<file path="config.mk">
export PLATFORM = sky130hd
export DESIGN_NAME = spift_top
export DESIGN_NICKNAME = d
export VERILOG_FILES = /design/src/rtl/spift_pkg.sv /design/src/rtl/spift_sync.sv /design/src/rtl/spift_top.sv
export SDC_FILE = /design/constraint.sdc
export NUM_CORES = 1
export LEC_CHECK = 0
export CAP_MARGIN = 20
export CORE_ASPECT_RATIO = 0.7
export CORE_MARGIN = 1.5
export CORE_UTILIZATION = 33
export CTS_BUF_LIST = sky130_fd_sc_hd__clkbuf_2
export DETAILED_ROUTE_END_ITERATION = 16
export DONT_BUFFER_PORTS = 1
export PLACE_DENSITY = 0.51
export SLEW_MARGIN = 20
export SYNTH_ARGS = -nofsm -noshare
export SYNTH_HDL_FRONTEND = slang
export SYNTH_SLANG_ARGS = --single-unit
</file>
<file path="constraint.sdc">
create_clock -name clk -period 4.88 [get_ports clk]
set_input_delay 1.464 -clock clk [delete_from_list [all_inputs] [get_ports clk]]
set_output_delay 1.464 -clock clk [all_outputs]
set_load 0.01 [all_outputs]
</file>
<file path="src/rtl/spift_pkg.sv">
// Purpose: shared constants and types for the serial frame supervisor
// Assumes: 10 MHz system clock, 24-bit frame words, 16-bit register data
// Notes: command codes other than the read and write opcodes are local picks
`default_nettype none

package spift_pkg;

  // ----------------------------------------------------------------
  // frame geometry
  // ----------------------------------------------------------------
  localparam int WORD_W = 24;
  localparam logic [4:0] BIT_LAST = 5'h17;
  localparam logic [5:0] WORD_MAX = 6'h3f;
  localparam logic [5:0] WORD_CMD = 6'h00;
  localparam logic [5:0] WORD_CMD_CRC = 6'h01;
  localparam logic [5:0] WORD_SHUNT_B = 6'h02;
  localparam logic [5:0] WORD_OUT_CRC = 6'h03;
  localparam logic [5:0] WORD_WR_FIRST = 6'h02;

  // ----------------------------------------------------------------
  // commands
  // ----------------------------------------------------------------
  localparam logic [2:0] RD_OPCODE = 3'h5;
  localparam logic [2:0] WR_OPCODE = 3'h3;
  localparam logic [15:0] NOOP_CMD = 16'h0000;
  localparam logic [15:0] RESET_CMD = 16'h0011;
  localparam logic [15:0] LOCK_CMD = 16'h0555;
  localparam logic [15:0] UNLOCK_CMD = 16'h0655;

  // ----------------------------------------------------------------
  // register map
  // ----------------------------------------------------------------
  localparam logic [7:0] ADDR_IDENT = 8'h00;
  localparam logic [7:0] ADDR_STAT_HI = 8'h01;
  localparam logic [7:0] ADDR_STAT_LO = 8'h02;
  localparam logic [7:0] ADDR_CONV_CTRL = 8'h09;
  localparam logic [7:0] ADDR_MUX_BASE = 8'h10;
  localparam logic [7:0] SEC0_LAST = 8'h1f;
  localparam logic [7:0] SEC1_FIRST = 8'h40;
  localparam logic [7:0] SEC2_FIRST = 8'h80;
  localparam logic [7:0] SEC3_FIRST = 8'hc0;
  localparam int MUX_STEPS = 16;
  localparam logic [3:0] MUX_LAST = 4'hf;
  localparam logic [15:0] STAT_HI_RST = 16'h7fc8;
  localparam int RST_FLAG_BIT = 15;
  localparam int OVT_FLAG_BIT = 9;
  localparam logic [15:0] RESTART_MASK = 16'h5000;

  // ----------------------------------------------------------------
  // timing
  // ----------------------------------------------------------------
  localparam int CLK_HZ = 10_000_000;
  localparam int READY_PULSE_NS = 400;
  localparam int READY_PULSE_CYC_I = (READY_PULSE_NS * (CLK_HZ / 1_000_000) + 999) / 1000;
  localparam logic [3:0] READY_PULSE_CYC = 4'(READY_PULSE_CYC_I);

  // ----------------------------------------------------------------
  // types
  // ----------------------------------------------------------------
  typedef struct packed {
    logic [WORD_W-1:0] a;
    logic [WORD_W-1:0] b;
  } spift_result_t;

  typedef enum logic [1:0] {
    FR_IDLE = 2'b00,
    FR_ACTIVE = 2'b01,
    FR_OVERTIME = 2'b10
  } spift_frame_t;

endpackage : spift_pkg

`default_nettype wire

</file>
<file path="src/rtl/spift_sync.sv">
// Purpose: two-flop synchroniser with edge pulses on the synchronised level
// Assumes: input is asynchronous to clk
// Notes: the first flop feeds only the second
`timescale 1ns/1ps
`default_nettype none

module spift_sync #(
  parameter logic RST_VAL = 1'b0
) (
  // clock and reset
  input wire logic clk,
  input wire logic rst,
  // pin side
  input wire logic din,
  // clock side
  output logic level,
  output logic rise,
  output logic fall
);

  logic meta_q;
  logic sync_q;
  logic prev_q;

  always_ff @(posedge clk)
  begin
    if (rst)
    begin
      meta_q <= RST_VAL;
      sync_q <= RST_VAL;
      prev_q <= RST_VAL;
    end
    else
    begin
      meta_q <= din;
      sync_q <= meta_q;
      prev_q <= sync_q;
    end
  end

  assign level = sync_q;
  assign rise = sync_q & ~prev_q;
  assign fall = ~sync_q & prev_q;

endmodule : spift_sync

`default_nettype wire

</file>
<file path="src/rtl/spift_top.sv">
// Purpose: serial frame supervisor, result routing and sample-ready pin
// Assumes: link pins oversampled by clk; data launched on serial_clk rise, sampled on fall
// Notes: checksum words are not verified; output checksum word is sent as zero
`timescale 1ns/1ps
`default_nettype none

// Function
// time frame_select_n low; overlong frame sets overtime flag in next status.
// after timeout ignore further input bits until frame_select_n rises.
// overtime_check_enable switches supervision; disabled means no flag.
// timeout after a complete frame leaves traffic intact but still flags.
// reset command executes only after whole output checksum word shifted out.
// lock, unlock, read execute once command and its checksum arrived in time.
// write executes only after command, checksum, data and data checksum arrived.
// on timeout sample_ready_n rises only if shunt_adc_b word already went out.
// shunt_adc_a and shunt_adc_b results reply to a no-op in the next frame.
// mux_adc step results live at consecutive registers from 10h.
// one read frame returns up to 32 consecutive registers.
// sample_ready_n falls on new conversion of the selected shunt converter.
// if already low, pulse sample_ready_n high for pulse width before falling.
// sample_ready_n rises once the shunt_adc_b word was shifted out.
// frame ending before shunt_adc_b word leaves sample_ready_n low.
// same results readable repeatedly; per-converter counters in status.
// results completing mid-read are held, loaded next frame, ready stays low.
// writing conversion_restart raises sample_ready_n at end of data checksum word.
// after restart the previous results stay readable until new ones arrive.
// register space has four sections; only section 0 answers reads here.
// host treats unlisted addresses as reserved and leaves them unmodified.
// frame after a read shifts out registers ascending instead of results.
// host sends no-op in the frame after a read; other commands ignored.
// timeout counter clears at frame start and counts to a build parameter.
// active-low flags show zero on fault, return to one only on status clear.
module spift_top
  import spift_pkg::*;
#(
  parameter int unsigned TIMEOUT_CYC = 200000,
  parameter logic [15:0] IDENT_WORD = 16'h5a21 // arbitrary value
) (
  // clock and reset
  input wire logic clk,
  input wire logic rst,
  // serial link pins
  input wire logic frame_select_n,
  input wire logic serial_clk,
  input wire logic serial_din,
  output logic serial_dout,
  output logic sample_ready_n,
  // shunt converter results
  input wire logic shunt_a_done,
  input wire logic [WORD_W-1:0] shunt_a_data,
  input wire logic shunt_b_done,
  input wire logic [WORD_W-1:0] shunt_b_data,
  // mux converter step results
  input wire logic mux_step_we,
  input wire logic [3:0] mux_step_idx,
  input wire logic [15:0] mux_step_data,
  // configuration and status control
  input wire logic overtime_check_enable,
  input wire logic ready_source_select,
  input wire logic status_clear,
  // command effects
  output logic conversion_restart,
  output logic device_reset_req,
  output logic lock_req,
  output logic unlock_req
);

  // ----------------------------------------------------------------
  // pin synchronisers
  // ----------------------------------------------------------------
  logic cs_rise, cs_fall;
  logic sclk_rise, sclk_fall;
  logic sdi_s;

  spift_sync #(.RST_VAL(1'b1)) u_sync_cs (
    .clk(clk), .rst(rst), .din(frame_select_n),
    .level(), .rise(cs_rise), .fall(cs_fall)
  );
  spift_sync #(.RST_VAL(1'b0)) u_sync_sclk (
    .clk(clk), .rst(rst), .din(serial_clk),
    .level(), .rise(sclk_rise), .fall(sclk_fall)
  );
  spift_sync #(.RST_VAL(1'b0)) u_sync_sdi (
    .clk(clk), .rst(rst), .din(serial_din),
    .level(sdi_s), .rise(), .fall()
  );

  // ----------------------------------------------------------------
  // state
  // ----------------------------------------------------------------
  spift_frame_t state_q;
  logic [31:0] tmo_cnt_q;
  logic tmo_hit;
  logic [4:0] bit_q;
  logic [5:0] word_q;
  logic [WORD_W-1:0] rx_q, rx_d, tx_q;
  logic word_done, b_sent;
  logic [15:0] cmd_q;
  logic rd_pend_q, rd_frame_q, wr_act_q, restart_arm_q;
  logic [7:0] rd_addr_q;
  logic [4:0] rd_n_q;
  logic [5:0] wr_last;
  logic [7:0] wr_addr;
  logic sdo_q, ready_n_q;
  logic [3:0] pw_cnt_q;
  logic new_sel;
  logic rst_flag_n_q, ovt_flag_n_q;
  spift_result_t hold_q, out_q;
  logic res_pend_q;
  logic [1:0] cnt_a_q, cnt_b_q, cnt_mux_q;
  logic [15:0] mux_mem_q [MUX_STEPS];
  logic [15:0] stat_hi, stat_lo;

  assign serial_dout = sdo_q;
  assign sample_ready_n = ready_n_q;

  // ----------------------------------------------------------------
  // frame supervision
  // ----------------------------------------------------------------
  assign tmo_hit = (state_q == FR_ACTIVE) && overtime_check_enable && !cs_rise
                   && (tmo_cnt_q == TIMEOUT_CYC - 1);

  always_ff @(posedge clk)
  begin
    if (rst)
      state_q <= FR_IDLE;
    else
    begin
      case (state_q)
        FR_IDLE: if (cs_fall) state_q <= FR_ACTIVE;
        FR_ACTIVE:
          if (cs_rise)
            state_q <= FR_IDLE;
          else if (tmo_hit)
            state_q <= FR_OVERTIME;
        FR_OVERTIME: if (cs_rise) state_q <= FR_IDLE;
        default: state_q <= FR_IDLE;
      endcase
    end
  end

  always_ff @(posedge clk)
  begin
    if (rst || cs_fall)
      tmo_cnt_q <= 32'h0;
    else if (state_q == FR_ACTIVE && tmo_cnt_q != TIMEOUT_CYC - 1)
      tmo_cnt_q <= tmo_cnt_q + 32'h1;
  end

  // active-low flags: event wins over clear
  always_ff @(posedge clk)
  begin
    if (rst)
    begin
      rst_flag_n_q <= 1'b0;
      ovt_flag_n_q <= 1'b1;
    end
    else
    begin
      if (status_clear)
        rst_flag_n_q <= 1'b1;
      if (tmo_hit)
        ovt_flag_n_q <= 1'b0;
      else if (status_clear)
        ovt_flag_n_q <= 1'b1;
    end
  end

  // ----------------------------------------------------------------
  // bit and word engine
  // ----------------------------------------------------------------
  assign rx_d = {rx_q[WORD_W-2:0], sdi_s};
  assign word_done = sclk_fall && (state_q == FR_ACTIVE) && (bit_q == BIT_LAST)
                     && !tmo_hit;
  assign b_sent = word_done && (word_q == WORD_SHUNT_B) && !rd_frame_q;

  always_ff @(posedge clk)
  begin
    if (rst || cs_fall)
    begin
      bit_q <= 5'h0;
      word_q <= 6'h0;
      rx_q <= '0;
    end
    else if (sclk_fall && state_q == FR_ACTIVE)
    begin
      rx_q <= rx_d;
      if (bit_q == BIT_LAST)
      begin
        bit_q <= 5'h0;
        if (word_q != WORD_MAX)
          word_q <= word_q + 6'h1;
      end
      else
        bit_q <= bit_q + 5'h1;
    end
  end

  // ----------------------------------------------------------------
  // register file view
  // ----------------------------------------------------------------
  assign stat_hi = {rst_flag_n_q, STAT_HI_RST[14:10], ovt_flag_n_q, STAT_HI_RST[8:0]};
  assign stat_lo = {cnt_mux_q, 2'h0, cnt_a_q, cnt_b_q, 8'h00};

  function automatic logic [WORD_W-1:0] reg_reply(input logic [7:0] a);
    logic [15:0] d;
    logic ok;
    d = 16'h0000;
    ok = 1'b1;
    if (a == ADDR_IDENT)
      d = IDENT_WORD;
    else if (a == ADDR_STAT_HI)
      d = stat_hi;
    else if (a == ADDR_STAT_LO)
      d = stat_lo;
    else if (a == ADDR_CONV_CTRL)
      d = 16'h0000;
    else if (a >= ADDR_MUX_BASE && a <= SEC0_LAST)
      d = mux_mem_q[a[3:0]];
    else
      ok = 1'b0;
    return ok ? {d, a} : '0;
  endfunction : reg_reply

  function automatic logic [WORD_W-1:0] tx_word(input logic [5:0] idx);
    logic [5:0] rd_end;
    rd_end = {1'b0, rd_n_q} + 6'h1;
    if (idx == WORD_CMD)
      return {stat_hi, 8'h00};
    if (!rd_frame_q)
    begin
      if (idx == 6'h1)
        return out_q.a;
      if (idx == WORD_SHUNT_B)
        return out_q.b;
      return '0;
    end
    if (idx <= rd_end)
      return reg_reply(rd_addr_q + {2'b00, idx - 6'h1});
    return '0;
  endfunction : tx_word

  always_ff @(posedge clk)
  begin
    if (rst)
    begin
      tx_q <= '0;
      sdo_q <= 1'b0;
    end
    else if (cs_fall)
      tx_q <= tx_word(WORD_CMD);
    else if (word_done)
      tx_q <= tx_word(word_q + 6'h1);
    else if (sclk_rise && state_q == FR_ACTIVE)
    begin
      sdo_q <= tx_q[WORD_W-1];
      tx_q <= {tx_q[WORD_W-2:0], 1'b0};
    end
  end

  // ----------------------------------------------------------------
  // command execution
  // ----------------------------------------------------------------
  assign wr_last = WORD_OUT_CRC + {3'b000, cmd_q[2:0]};
  assign wr_addr = cmd_q[12:5] + {2'b00, word_q - WORD_WR_FIRST};

  always_ff @(posedge clk)
  begin
    if (rst)
    begin
      cmd_q <= NOOP_CMD;
      rd_pend_q <= 1'b0;
      rd_frame_q <= 1'b0;
      rd_addr_q <= 8'h00;
      rd_n_q <= 5'h0;
      wr_act_q <= 1'b0;
      restart_arm_q <= 1'b0;
      conversion_restart <= 1'b0;
      device_reset_req <= 1'b0;
      lock_req <= 1'b0;
      unlock_req <= 1'b0;
    end
    else
    begin
      conversion_restart <= 1'b0;
      device_reset_req <= 1'b0;
      lock_req <= 1'b0;
      unlock_req <= 1'b0;
      if (cs_fall)
      begin
        rd_frame_q <= rd_pend_q;
        rd_pend_q <= 1'b0;
        wr_act_q <= 1'b0;
        restart_arm_q <= 1'b0;
        cmd_q <= NOOP_CMD;
      end
      else if (word_done)
      begin
        if (word_q == WORD_CMD)
          cmd_q <= rx_d[WORD_W-1:8];
        if (word_q == WORD_CMD_CRC && !rd_frame_q)
        begin
          if (cmd_q[15:13] == RD_OPCODE)
          begin
            rd_pend_q <= 1'b1;
            rd_addr_q <= cmd_q[12:5];
            rd_n_q <= cmd_q[4:0];
          end
          else if (cmd_q == LOCK_CMD)
            lock_req <= 1'b1;
          else if (cmd_q == UNLOCK_CMD)
            unlock_req <= 1'b1;
          else if (cmd_q[15:13] == WR_OPCODE)
            wr_act_q <= 1'b1;
        end
        if (wr_act_q && word_q == wr_last)
        begin
          wr_act_q <= 1'b0;
          conversion_restart <= restart_arm_q;
        end
        else if (wr_act_q && wr_addr == ADDR_CONV_CTRL
                 && (rx_d[WORD_W-1:8] & RESTART_MASK) != 16'h0000)
          restart_arm_q <= 1'b1;
        if (word_q == WORD_OUT_CRC && !rd_frame_q && cmd_q == RESET_CMD)
          device_reset_req <= 1'b1;
      end
    end
  end

  // ----------------------------------------------------------------
  // conversion results
  // ----------------------------------------------------------------
  always_ff @(posedge clk)
  begin
    if (rst)
    begin
      hold_q <= '0;
      out_q <= '0;
      res_pend_q <= 1'b0;
      cnt_a_q <= 2'h0;
      cnt_b_q <= 2'h0;
    end
    else
    begin
      if (shunt_a_done)
      begin
        hold_q.a <= shunt_a_data;
        cnt_a_q <= cnt_a_q + 2'h1;
      end
      if (shunt_b_done)
      begin
        hold_q.b <= shunt_b_data;
        cnt_b_q <= cnt_b_q + 2'h1;
      end
      if (cs_fall && res_pend_q)
        out_q <= hold_q;
      if (shunt_a_done || shunt_b_done)
        res_pend_q <= 1'b1;
      else if (cs_fall)
        res_pend_q <= 1'b0;
    end
  end

  always_ff @(posedge clk)
  begin
    if (rst)
    begin
      cnt_mux_q <= 2'h0;
      for (int i = 0; i < MUX_STEPS; i++)
        mux_mem_q[i] <= 16'h0000;
    end
    else if (mux_step_we)
    begin
      mux_mem_q[mux_step_idx] <= mux_step_data;
      if (mux_step_idx == MUX_LAST)
        cnt_mux_q <= cnt_mux_q + 2'h1;
    end
  end

  // ----------------------------------------------------------------
  // sample ready pin
  // ----------------------------------------------------------------
  assign new_sel = ready_source_select ? shunt_b_done : shunt_a_done;

  always_ff @(posedge clk)
  begin
    if (rst)
    begin
      ready_n_q <= 1'b1;
      pw_cnt_q <= 4'h0;
    end
    else if (new_sel)
    begin
      if (!ready_n_q)
      begin
        ready_n_q <= 1'b1;
        pw_cnt_q <= READY_PULSE_CYC;
      end
      else
        ready_n_q <= 1'b0;
    end
    else if (pw_cnt_q != 4'h0)
    begin
      pw_cnt_q <= pw_cnt_q - 4'h1;
      if (pw_cnt_q == 4'h1)
        ready_n_q <= 1'b0;
    end
    else if (conversion_restart)
      ready_n_q <= 1'b1;
    else if (b_sent && !res_pend_q)
      ready_n_q <= 1'b1;
  end
endmodule : spift_top

`default_nettype wire

</file>
# Word level (Yosys, flattened, before mapping)
# Memories as Yosys holds them, arrays and structs flattened.
# Index checks and enable logic that the tools add are counted.
# totals
register_bits	248
ram_bits	256
input_bits	79
out_inout_bits	6
wordCells	288
memories	1
# mem_list
name	depth	width	read_ports	rd_clocked_by_memory_dff	write_ports	line	rtl
mux_mem_q	16	16	2	0	16	spift_top.sv:111	logic [15:0] mux_mem_q [MUX_STEPS];
# classes
addsub	14
n_lt_le_gt_ge	6
n_eq_ne	34
mux	126
bitwise_logic	12
reduce_logical	57
# ops
op	count
$mux W24	20
$mux W16	11
$mux W1	85
$add A32 B1 Y32 const B	1
$eq A16 B11 Y1 const B	2
$eq A32 B18 Y1 const B	1
$ne A32 B18 Y1 const B	1
$eq A8 B4 Y1 const B	3
$logic_and A1 B1 Y1	20
$eq A6 B2 Y1 const B	3
$add A8 B6 Y8	2
$eq A16 B5 Y1 const B	1
$eq A8 B1 Y1 const B	2
$eq A8 B2 Y1 const B	2
$ge A8 B5 Y1 const B	2
$le A8 B5 Y1 const B	2
$logic_not A8 Y1	2
$mux W4	4
$reduce_bool A16 Y1	1
$reduce_or A16 Y1	1
$reduce_and A3 Y1	5
$eq A6 B1 Y1 const B	2
$logic_not A6 Y1	2
$reduce_bool A2 Y1	5
42 further kinds	69

# Depth between registers and ports, before layout
# logic_depth
word_depth	29
depth_mapped	18
mapped_depth_nobuf	16

# Modules after synthesis
# From an unflattened synthesis, not the netlist that was laid out.
# unflattened
cells_unflattened	2173
area_unflattened_um2	23343.6
# by_module_without_submodules
mod	instances	cells_each	area_per_inst_um2	seq_area_each_um2
spift_top	1	2149	23068.4	12492.0
spift_sync at u_sync_sclk ...	2	8	91.3	60.1
spift_sync at u_sync_cs	1	8	92.6	60.1

# Worst setup path after synthesis
# No wires, ideal clock.
# synth_timing
path_kind	flip-flop to flip-flop
from	reg word_q[0]
to	reg tx_q[19]
setup_time_ps	86
arrival_time_ps	3820
required_ps	4794
path_slack_ps	974
stages_incl_launch_ff	18
path_buffers	2
period_less_slack_ps	3906
path_cell_list	dfxtp_1 buf_2 inv_1 ha_1 nor3_1 nor2_1 a311oi_1 a31oi_1 xnor2_1 ha_1 a2111oi_0 a31oi_1 a21oi_1 nand3_1 clkbuf_1 o32ai_1 a21oi_1 a211oi_1
# synth_via
elab_chain_len	23
word_cells_on_any_way	66
classes_between	add/sub: 3; order compare: 3; eq/ne: 5; mux: 51; reduce/logical: 3; memory: 1
# synth_rtl
element	line	rtl
start, declared	spift_top.sv:95	logic [5:0] word_q;
start signal, assigned	spift_top.sv:192	word_q <= word_q + 6'h1;
$add A6 B1 Y6 *	spift_top.sv:253	tx_q <= tx_word(word_q + 6'h1);
$sub A6 B1 Y6	spift_top.sv:239	return reg_reply(rd_addr_q + {2'b00, idx - 6'h1});
$add A8 B6 Y8	spift_top.sv:239	
$ge A8 B5 Y1 or $le A8 B5 Y1 (tied branches)	spift_top.sv:218	else if (a >= ADDR_MUX_BASE && a <= SEC0_LAST)
$logic_and A1 B1 Y1	spift_top.sv:218	
$mux W1	spift_top.sv:218	
$mux W1	spift_top.sv:216	else if (a == ADDR_CONV_CTRL)
$mux W1	spift_top.sv:214	else if (a == ADDR_STAT_LO)
[... 7 more ...]	n/a	
$mux W1	spift_top.sv:245	if (rst)
$mux W24	spift_top.sv:222	return ok ? {d, a} : '0;
$mux W24	spift_top.sv:238	if (idx <= rd_end)
$mux W24	spift_top.sv:240	return '0;
$mux W24	spift_top.sv:238	
$mux W24 *	spift_top.sv:230	if (!rd_frame_q)
$mux W24 *	spift_top.sv:252	else if (word_done)
$mux W24 *	spift_top.sv:250	else if (cs_fall)
end signal, assigned	spift_top.sv:251	tx_q <= tx_word(WORD_CMD);
end signal, assigned	spift_top.sv:253	
end signal, assigned	spift_top.sv:257	tx_q <= {tx_q[WORD_W-2:0], 1'b0};
end, declared	spift_top.sv:96	logic [WORD_W-1:0] rx_q, rx_d, tx_q;
# Mark *: on every way between the ends. The rest lies on a longest branch, timed or not. The select of a mux whose other input is x is not followed.
# A chain may end at the register's enable or synchronous reset.

# Worst setup path in the final report
# layout_timing
from	reg word_q[1]
to	reg tx_q[14]
# The elaborated chain is that of the path after synthesis.

==> impl_table.tex <==
\begin{tabular}{lr}
\hline
Metric & Value \\
\hline
\multicolumn{2}{l}{\textbf{Outcome}} \\
Outcome & finished clean \\
\multicolumn{2}{l}{\textbf{Synth}} \\
Register area share after synthesis & 0.549 \\
Synthesized Nets & 2263 \\
Instance count of the mapped netlist & 2150 \\
Proportion of register bits with asynchronous set or reset after synthesis & 0 \\
Post-Syn Area & 0.0230 sq mm \\
Dominant cells by area after synthesis & sky130\_fd\_sc\_hd\_\_edfxtp\_1 33\%, sky130\_fd\_sc\_hd\_\_dfxtp\_1 22\%, sky130\_fd\_sc\_hd\_\_and2\_1 7.1\% \\
Synth warn & 0 \\
Post-synthesis sequential element count & 504 \\
Dominant cell type by area after synthesis & sky130\_fd\_sc\_hd\_\_edfxtp\_1 \\
Area share of the largest cell type after synthesis & 0.334 \\
Number of enable flip-flop cells after synthesis & 256 \\
Post-Syn Area per Cell & 10.7 sq um \\
Unique masters post-synth & 80 \\
Flip-flop cell with the highest count after synthesis & sky130\_fd\_sc\_hd\_\_edfxtp\_1 \\
\multicolumn{2}{l}{\textbf{Global routing}} \\
Wire length of the first global-routing pass & 99000 um \\
Met3 Use GR & 0.0484 \\
Number of antenna violations at the first check in global routing & 5 \\
Global routing's busiest layer & met1 \\
Global-route congestion overflow total & 0 \\
Largest net degree at the start of global routing & 182 \\
Global-route track usage on met2 & 0.255 \\
GR Layer Usage met1 & 0.268 \\
Vias in the first global route & 16200 \\
Global-route usage over all layers & 0.182 \\
\multicolumn{2}{l}{\textbf{Floorplan}} \\
Num ports & 85 \\
Core area & 0.0686 sq mm \\
Area enclosed by the die boundary & 0.0714 sq mm \\
Die width & 319 um \\
Die outline height & 224 um \\
Starting density of the core & 0.336 \\
Std cell rows & 80 \\
\multicolumn{2}{l}{\textbf{Route}} \\
Number of violations reported at the end of detailed-routing iteration 0 & 1640 \\
Drt wl/cell & 20.3 um \\
Number of routed nets with antenna violations & 0 \\
Drt drc & 0 \\
Vias post-DR & 16400 \\
Final WL & 64400 um \\
Detailed-routing iteration count for the pre-antenna-repair pass & 6 \\
Via density per instance & 5.16 \\
\multicolumn{2}{l}{\textbf{Pwr}} \\
Power spent charging and discharging nets & 2.05 mW \\
Worst vdd rail ir drop & 0.135 mV \\
Power share of the combinational group & 0.042 \\
Share of total power in the clock network & 0.374 \\
Sequential fraction of design power & 0.584 \\
Ratio of total power to cell area & 319 mW/mm\^{}2 \\
Static Leakage & 9.11 nW \\
Design internal power & 5.98 mW \\
Net switching fraction of the power & 0.256 \\
\multicolumn{2}{l}{\textbf{Cells and area}} \\
Share of layout cells above drive strength 1 & 0.149 \\
Filler cell count in the final layout & 6778 \\
Area grow syn2layout & 9.26\% \\
Util after Layout & 0.367 \\
Count of nets after finishing & 2301 \\
\multicolumn{2}{l}{\textbf{Worst hold path}} \\
Hold wc startpoint & rst \\
Number of instances on the worst hold path & 1 \\
Worst min-delay path endpoint & u\_sync\_sdi.level \\
Path category of the worst min-delay check & input port to flip-flop \\
\multicolumn{2}{l}{\textbf{Worst setup path}} \\
Endpoint type of the worst setup path & flip-flop \\
Cells traversed along the worst timing path & inv\_1, ha\_1, xor2\_1, inv\_1, fa\_4, buf\_12, buf\_4, mux4\_2, nand2\_1, mux2i\_1, a221oi\_1, o32ai\_1, a21oi\_1, a211oi\_1 \\
Endpoint arrival time on the critical path & 5.56 ns \\
Critical Path Slowest Stage Cell & sky130\_fd\_sc\_hd\_\_fa\_4 \\
Capture instance of the worst register-to-register path & tx\_q[14] \\
CP Max Fanout & 22 \\
Critical Path Most Common Cell & sky130\_fd\_sc\_hd\_\_inv\_1 \\
Length in cells of the worst reg-to-reg path & 14 \\
Required time at the worst-slack endpoint & 6.04 ns \\
Largest delay share family, worst path & adder cells \\
Sum of buffers and inverters on the critical path & 4 \\
Class of the most critical setup path & flip-flop to flip-flop \\
Startpoint type of the worst setup path & flip-flop \\
Register-to-Register Setup Slack & 0.48 ns \\
Worst flop-to-flop path startpoint & word\_q[1] \\
Slowest cell delay on critical path & 1.04 ns \\
\multicolumn{2}{l}{\textbf{STA}} \\
Min Tclk post-route & 4.40 ns \\
Final clock skew & 0.0939 ns \\
Worst-case headroom to the max-slew limit & 0.267 \\
Worst hold margin & 0.280 ns \\
Transition at the pin with the smallest max-transition slack & 1.10 ns \\
Setup TNS after final layout & 0 ns \\
Number of hold violations in the final report & 0 \\
Period Utilization, post-route & 0.902 \\
Max Transition Viols Final & 0 \\
Endpoints failing setup & 0 \\
Unrepaired setup endpoints after global routing & false \\
Fmax & 227 MHz \\
\multicolumn{2}{l}{\textbf{Place}} \\
Final weighted congestion in routability-driven placement & 0.850 \\
PortBufs & 0 \\
Half-perimeter wire length after placement & 42500 um \\
\multicolumn{2}{l}{\textbf{Run}} \\
Max-cap viol count & 0 \\
\multicolumn{2}{l}{\textbf{CTS}} \\
Number of buffers inserted during clock tree synthesis & 133 \\
H-tree levels & 4 \\
Source-to-sink clock delay at the later pin of the worst-skew pair & 1.31 ns \\
Clock tree sinks & 504 \\
CTS tree & done \\
Clock transition at the register clock pins on the worst setup and hold paths after CTS & 0.10 ns \\
Buffer type at the clock tree root & sky130\_fd\_sc\_hd\_\_clkbuf\_2 \\
CTS Buffer Depth & 3 \\
\hline
\end{tabular}
[repair_timing]
item / CTS / global route
hold buffers: 0 / 0
endpoints found under the setup margin: 0 / 1
buffers inserted: 0 / 1
resized for setup: 0 / 0
[metrics by stage]
stage / cell area [sq um] / setup slack (ns) / cells / power [mW]
after global routing: 25200 / 0.0679 / 3172 / 8.42
after detailed placement: 24000 / 0.459 / 2953 / 5.13
after floorplan: 23000 / 0.974 / 2150 / 5.04
after global placement: 24000 / 0.576 / 2953 / 5.12
final: 25200 / 0.476 / 3174 / 8.03
after CTS: 25100 / 0.471 / 3165 / 8.16
[placed cells by master (no fill, tap or decap), types with 9 or more instances in the layout]
cell                       Yosys  routed
sky130_fd_sc_hd__nor3_1       22      22
sky130_fd_sc_hd__a21oi_1     152     152
sky130_fd_sc_hd__xor2_1       36      36
sky130_fd_sc_hd__clkbuf_2      1     187
sky130_fd_sc_hd__nand4_1      23      23
sky130_fd_sc_hd__nor4_1       18      17
sky130_fd_sc_hd__xnor2_1      28      26
sky130_fd_sc_hd__buf_4         1      41
sky130_fd_sc_hd__edfxtp_1    256     256
sky130_fd_sc_hd__a211oi_1     12      12
sky130_fd_sc_hd__o21ai_0      39      39
sky130_fd_sc_hd__dfxtp_1     248     248
sky130_fd_sc_hd__nor2b_1      12      12
sky130_fd_sc_hd__and3_1       18      18
sky130_fd_sc_hd__nand3_1      26      26
sky130_fd_sc_hd__mux2i_1      80      80
sky130_fd_sc_hd__and2_1      261     261
sky130_fd_sc_hd__o22ai_1      11      11
sky130_fd_sc_hd__a221oi_1     22      22
sky130_fd_sc_hd__mux4_2       52      52
sky130_fd_sc_hd__clkinv_1      0      13
sky130_fd_sc_hd__a31oi_1      14      14
sky130_fd_sc_hd__nand2_1     284     284
sky130_fd_sc_hd__or2_2        19      19
sky130_fd_sc_hd__and4_1       10      10
sky130_fd_sc_hd__o32ai_1       9       9
sky130_fd_sc_hd__nor2_1      184     184
sky130_fd_sc_hd__inv_1        28      28
sky130_fd_sc_hd__or3_1        11      11
sky130_fd_sc_hd__ha_1         32      31
[per-layer routing]
layer / vias to the layer above / part of all wire / routed length [um]
met4: 0 / 0.023 / 1450
met5: - / 0 / 0
met1: 8041 / 0.49 / 31500
met2: 486 / 0.42 / 26900
li1: 7753 / - / -
met3: 105 / 0.070 / 4530
[registers in the layout, summed over array words and instances (netlist names), 4 cells and up]
register,flops
rd_n_q,5
tmo_cnt_q,32
word_q,6
out_q,48
cmd_q,16
rd_addr_q,8
hold_q,48
rx_q,23
mux_mem_q,256
bit_q,5
pw_cnt_q,4
tx_q,24
[cells in the mapped netlist (7+ instances only)]
master and instances:
sky130_fd_sc_hd__a21oi_1 152, sky130_fd_sc_hd__dfxtp_1 248, sky130_fd_sc_hd__o32ai_1 9, sky130_fd_sc_hd__nand4_1 23, sky130_fd_sc_hd__edfxtp_1 256, sky130_fd_sc_hd__nand3_1 26
sky130_fd_sc_hd__nor2b_1 12, sky130_fd_sc_hd__nor3_1 22, sky130_fd_sc_hd__and3_1 18, sky130_fd_sc_hd__mux4_2 52, sky130_fd_sc_hd__nor4_1 18, sky130_fd_sc_hd__mux2i_1 80
sky130_fd_sc_hd__ha_1 32, sky130_fd_sc_hd__nand2b_1 9, sky130_fd_sc_hd__o22ai_1 11, sky130_fd_sc_hd__xnor2_1 28, sky130_fd_sc_hd__a211oi_1 12, sky130_fd_sc_hd__buf_2 23
sky130_fd_sc_hd__a221oi_1 22, sky130_fd_sc_hd__clkbuf_1 100, sky130_fd_sc_hd__or3_1 11, sky130_fd_sc_hd__a21o_1 7, sky130_fd_sc_hd__a31oi_1 14, sky130_fd_sc_hd__or2_2 19
sky130_fd_sc_hd__and4_1 10, sky130_fd_sc_hd__and2_1 261, sky130_fd_sc_hd__buf_1 13, sky130_fd_sc_hd__o21ai_0 39, sky130_fd_sc_hd__inv_1 28, sky130_fd_sc_hd__nand2_1 284
sky130_fd_sc_hd__nor2_1 184, sky130_fd_sc_hd__xor2_1 36
[how the worst max path moves through the flow]
stage | start | endpoint | slack, ns | depth (start not counted)
after global routing | word_q[1] | tx_q[9] | 0.07 | 17
after floorplan | word_q[0] | tx_q[19] | 0.97 | 17
after global placement | word_q[1] | tx_q[22] | 0.58 | 13
final | word_q[1] | tx_q[14] | 0.48 | 14
after detailed placement | word_q[1] | tx_q[22] | 0.46 | 13
after CTS | word_q[1] | tx_q[22] | 0.47 | 13
[cells by family after synthesis]
kind of cell	synth area share
buf+inv	0.0299
simple gates	0.201
compound gates	0.0875
fa+ha+maj	0.0196
xor+xnor	0.0250
flops	0.549
mux	0.0881
[final cells by class]
class / instances / area (sq um) / share of cell area
Antenna cell: 7 / 17.5 / 0.000696
Tap cell: 902 / 1130 / 0.0448
Clock inverter: 25 / 223 / 0.00885
Inverter: 28 / 105 / 0.00418
Timing Repair Buffer: 44 / 359 / 0.0143
Clock buffer: 187 / 936 / 0.0372
Multi-Input combinational cell: 1477 / 9740 / 0.387
Sequential cell: 504 / 12700 / 0.503
[power groups by stage]
stage	sequential (mW)	combinational (mW)	clock [mW]
after floorplan	4.76	0.286	0
final	4.69	0.335	3.00
after global placement	4.79	0.327	0
after detailed placement	4.79	0.336	0
after CTS	4.69	0.338	3.13
after global routing	4.71	0.371	3.33
No activity file was read; power rests on OpenSTA's default activity.
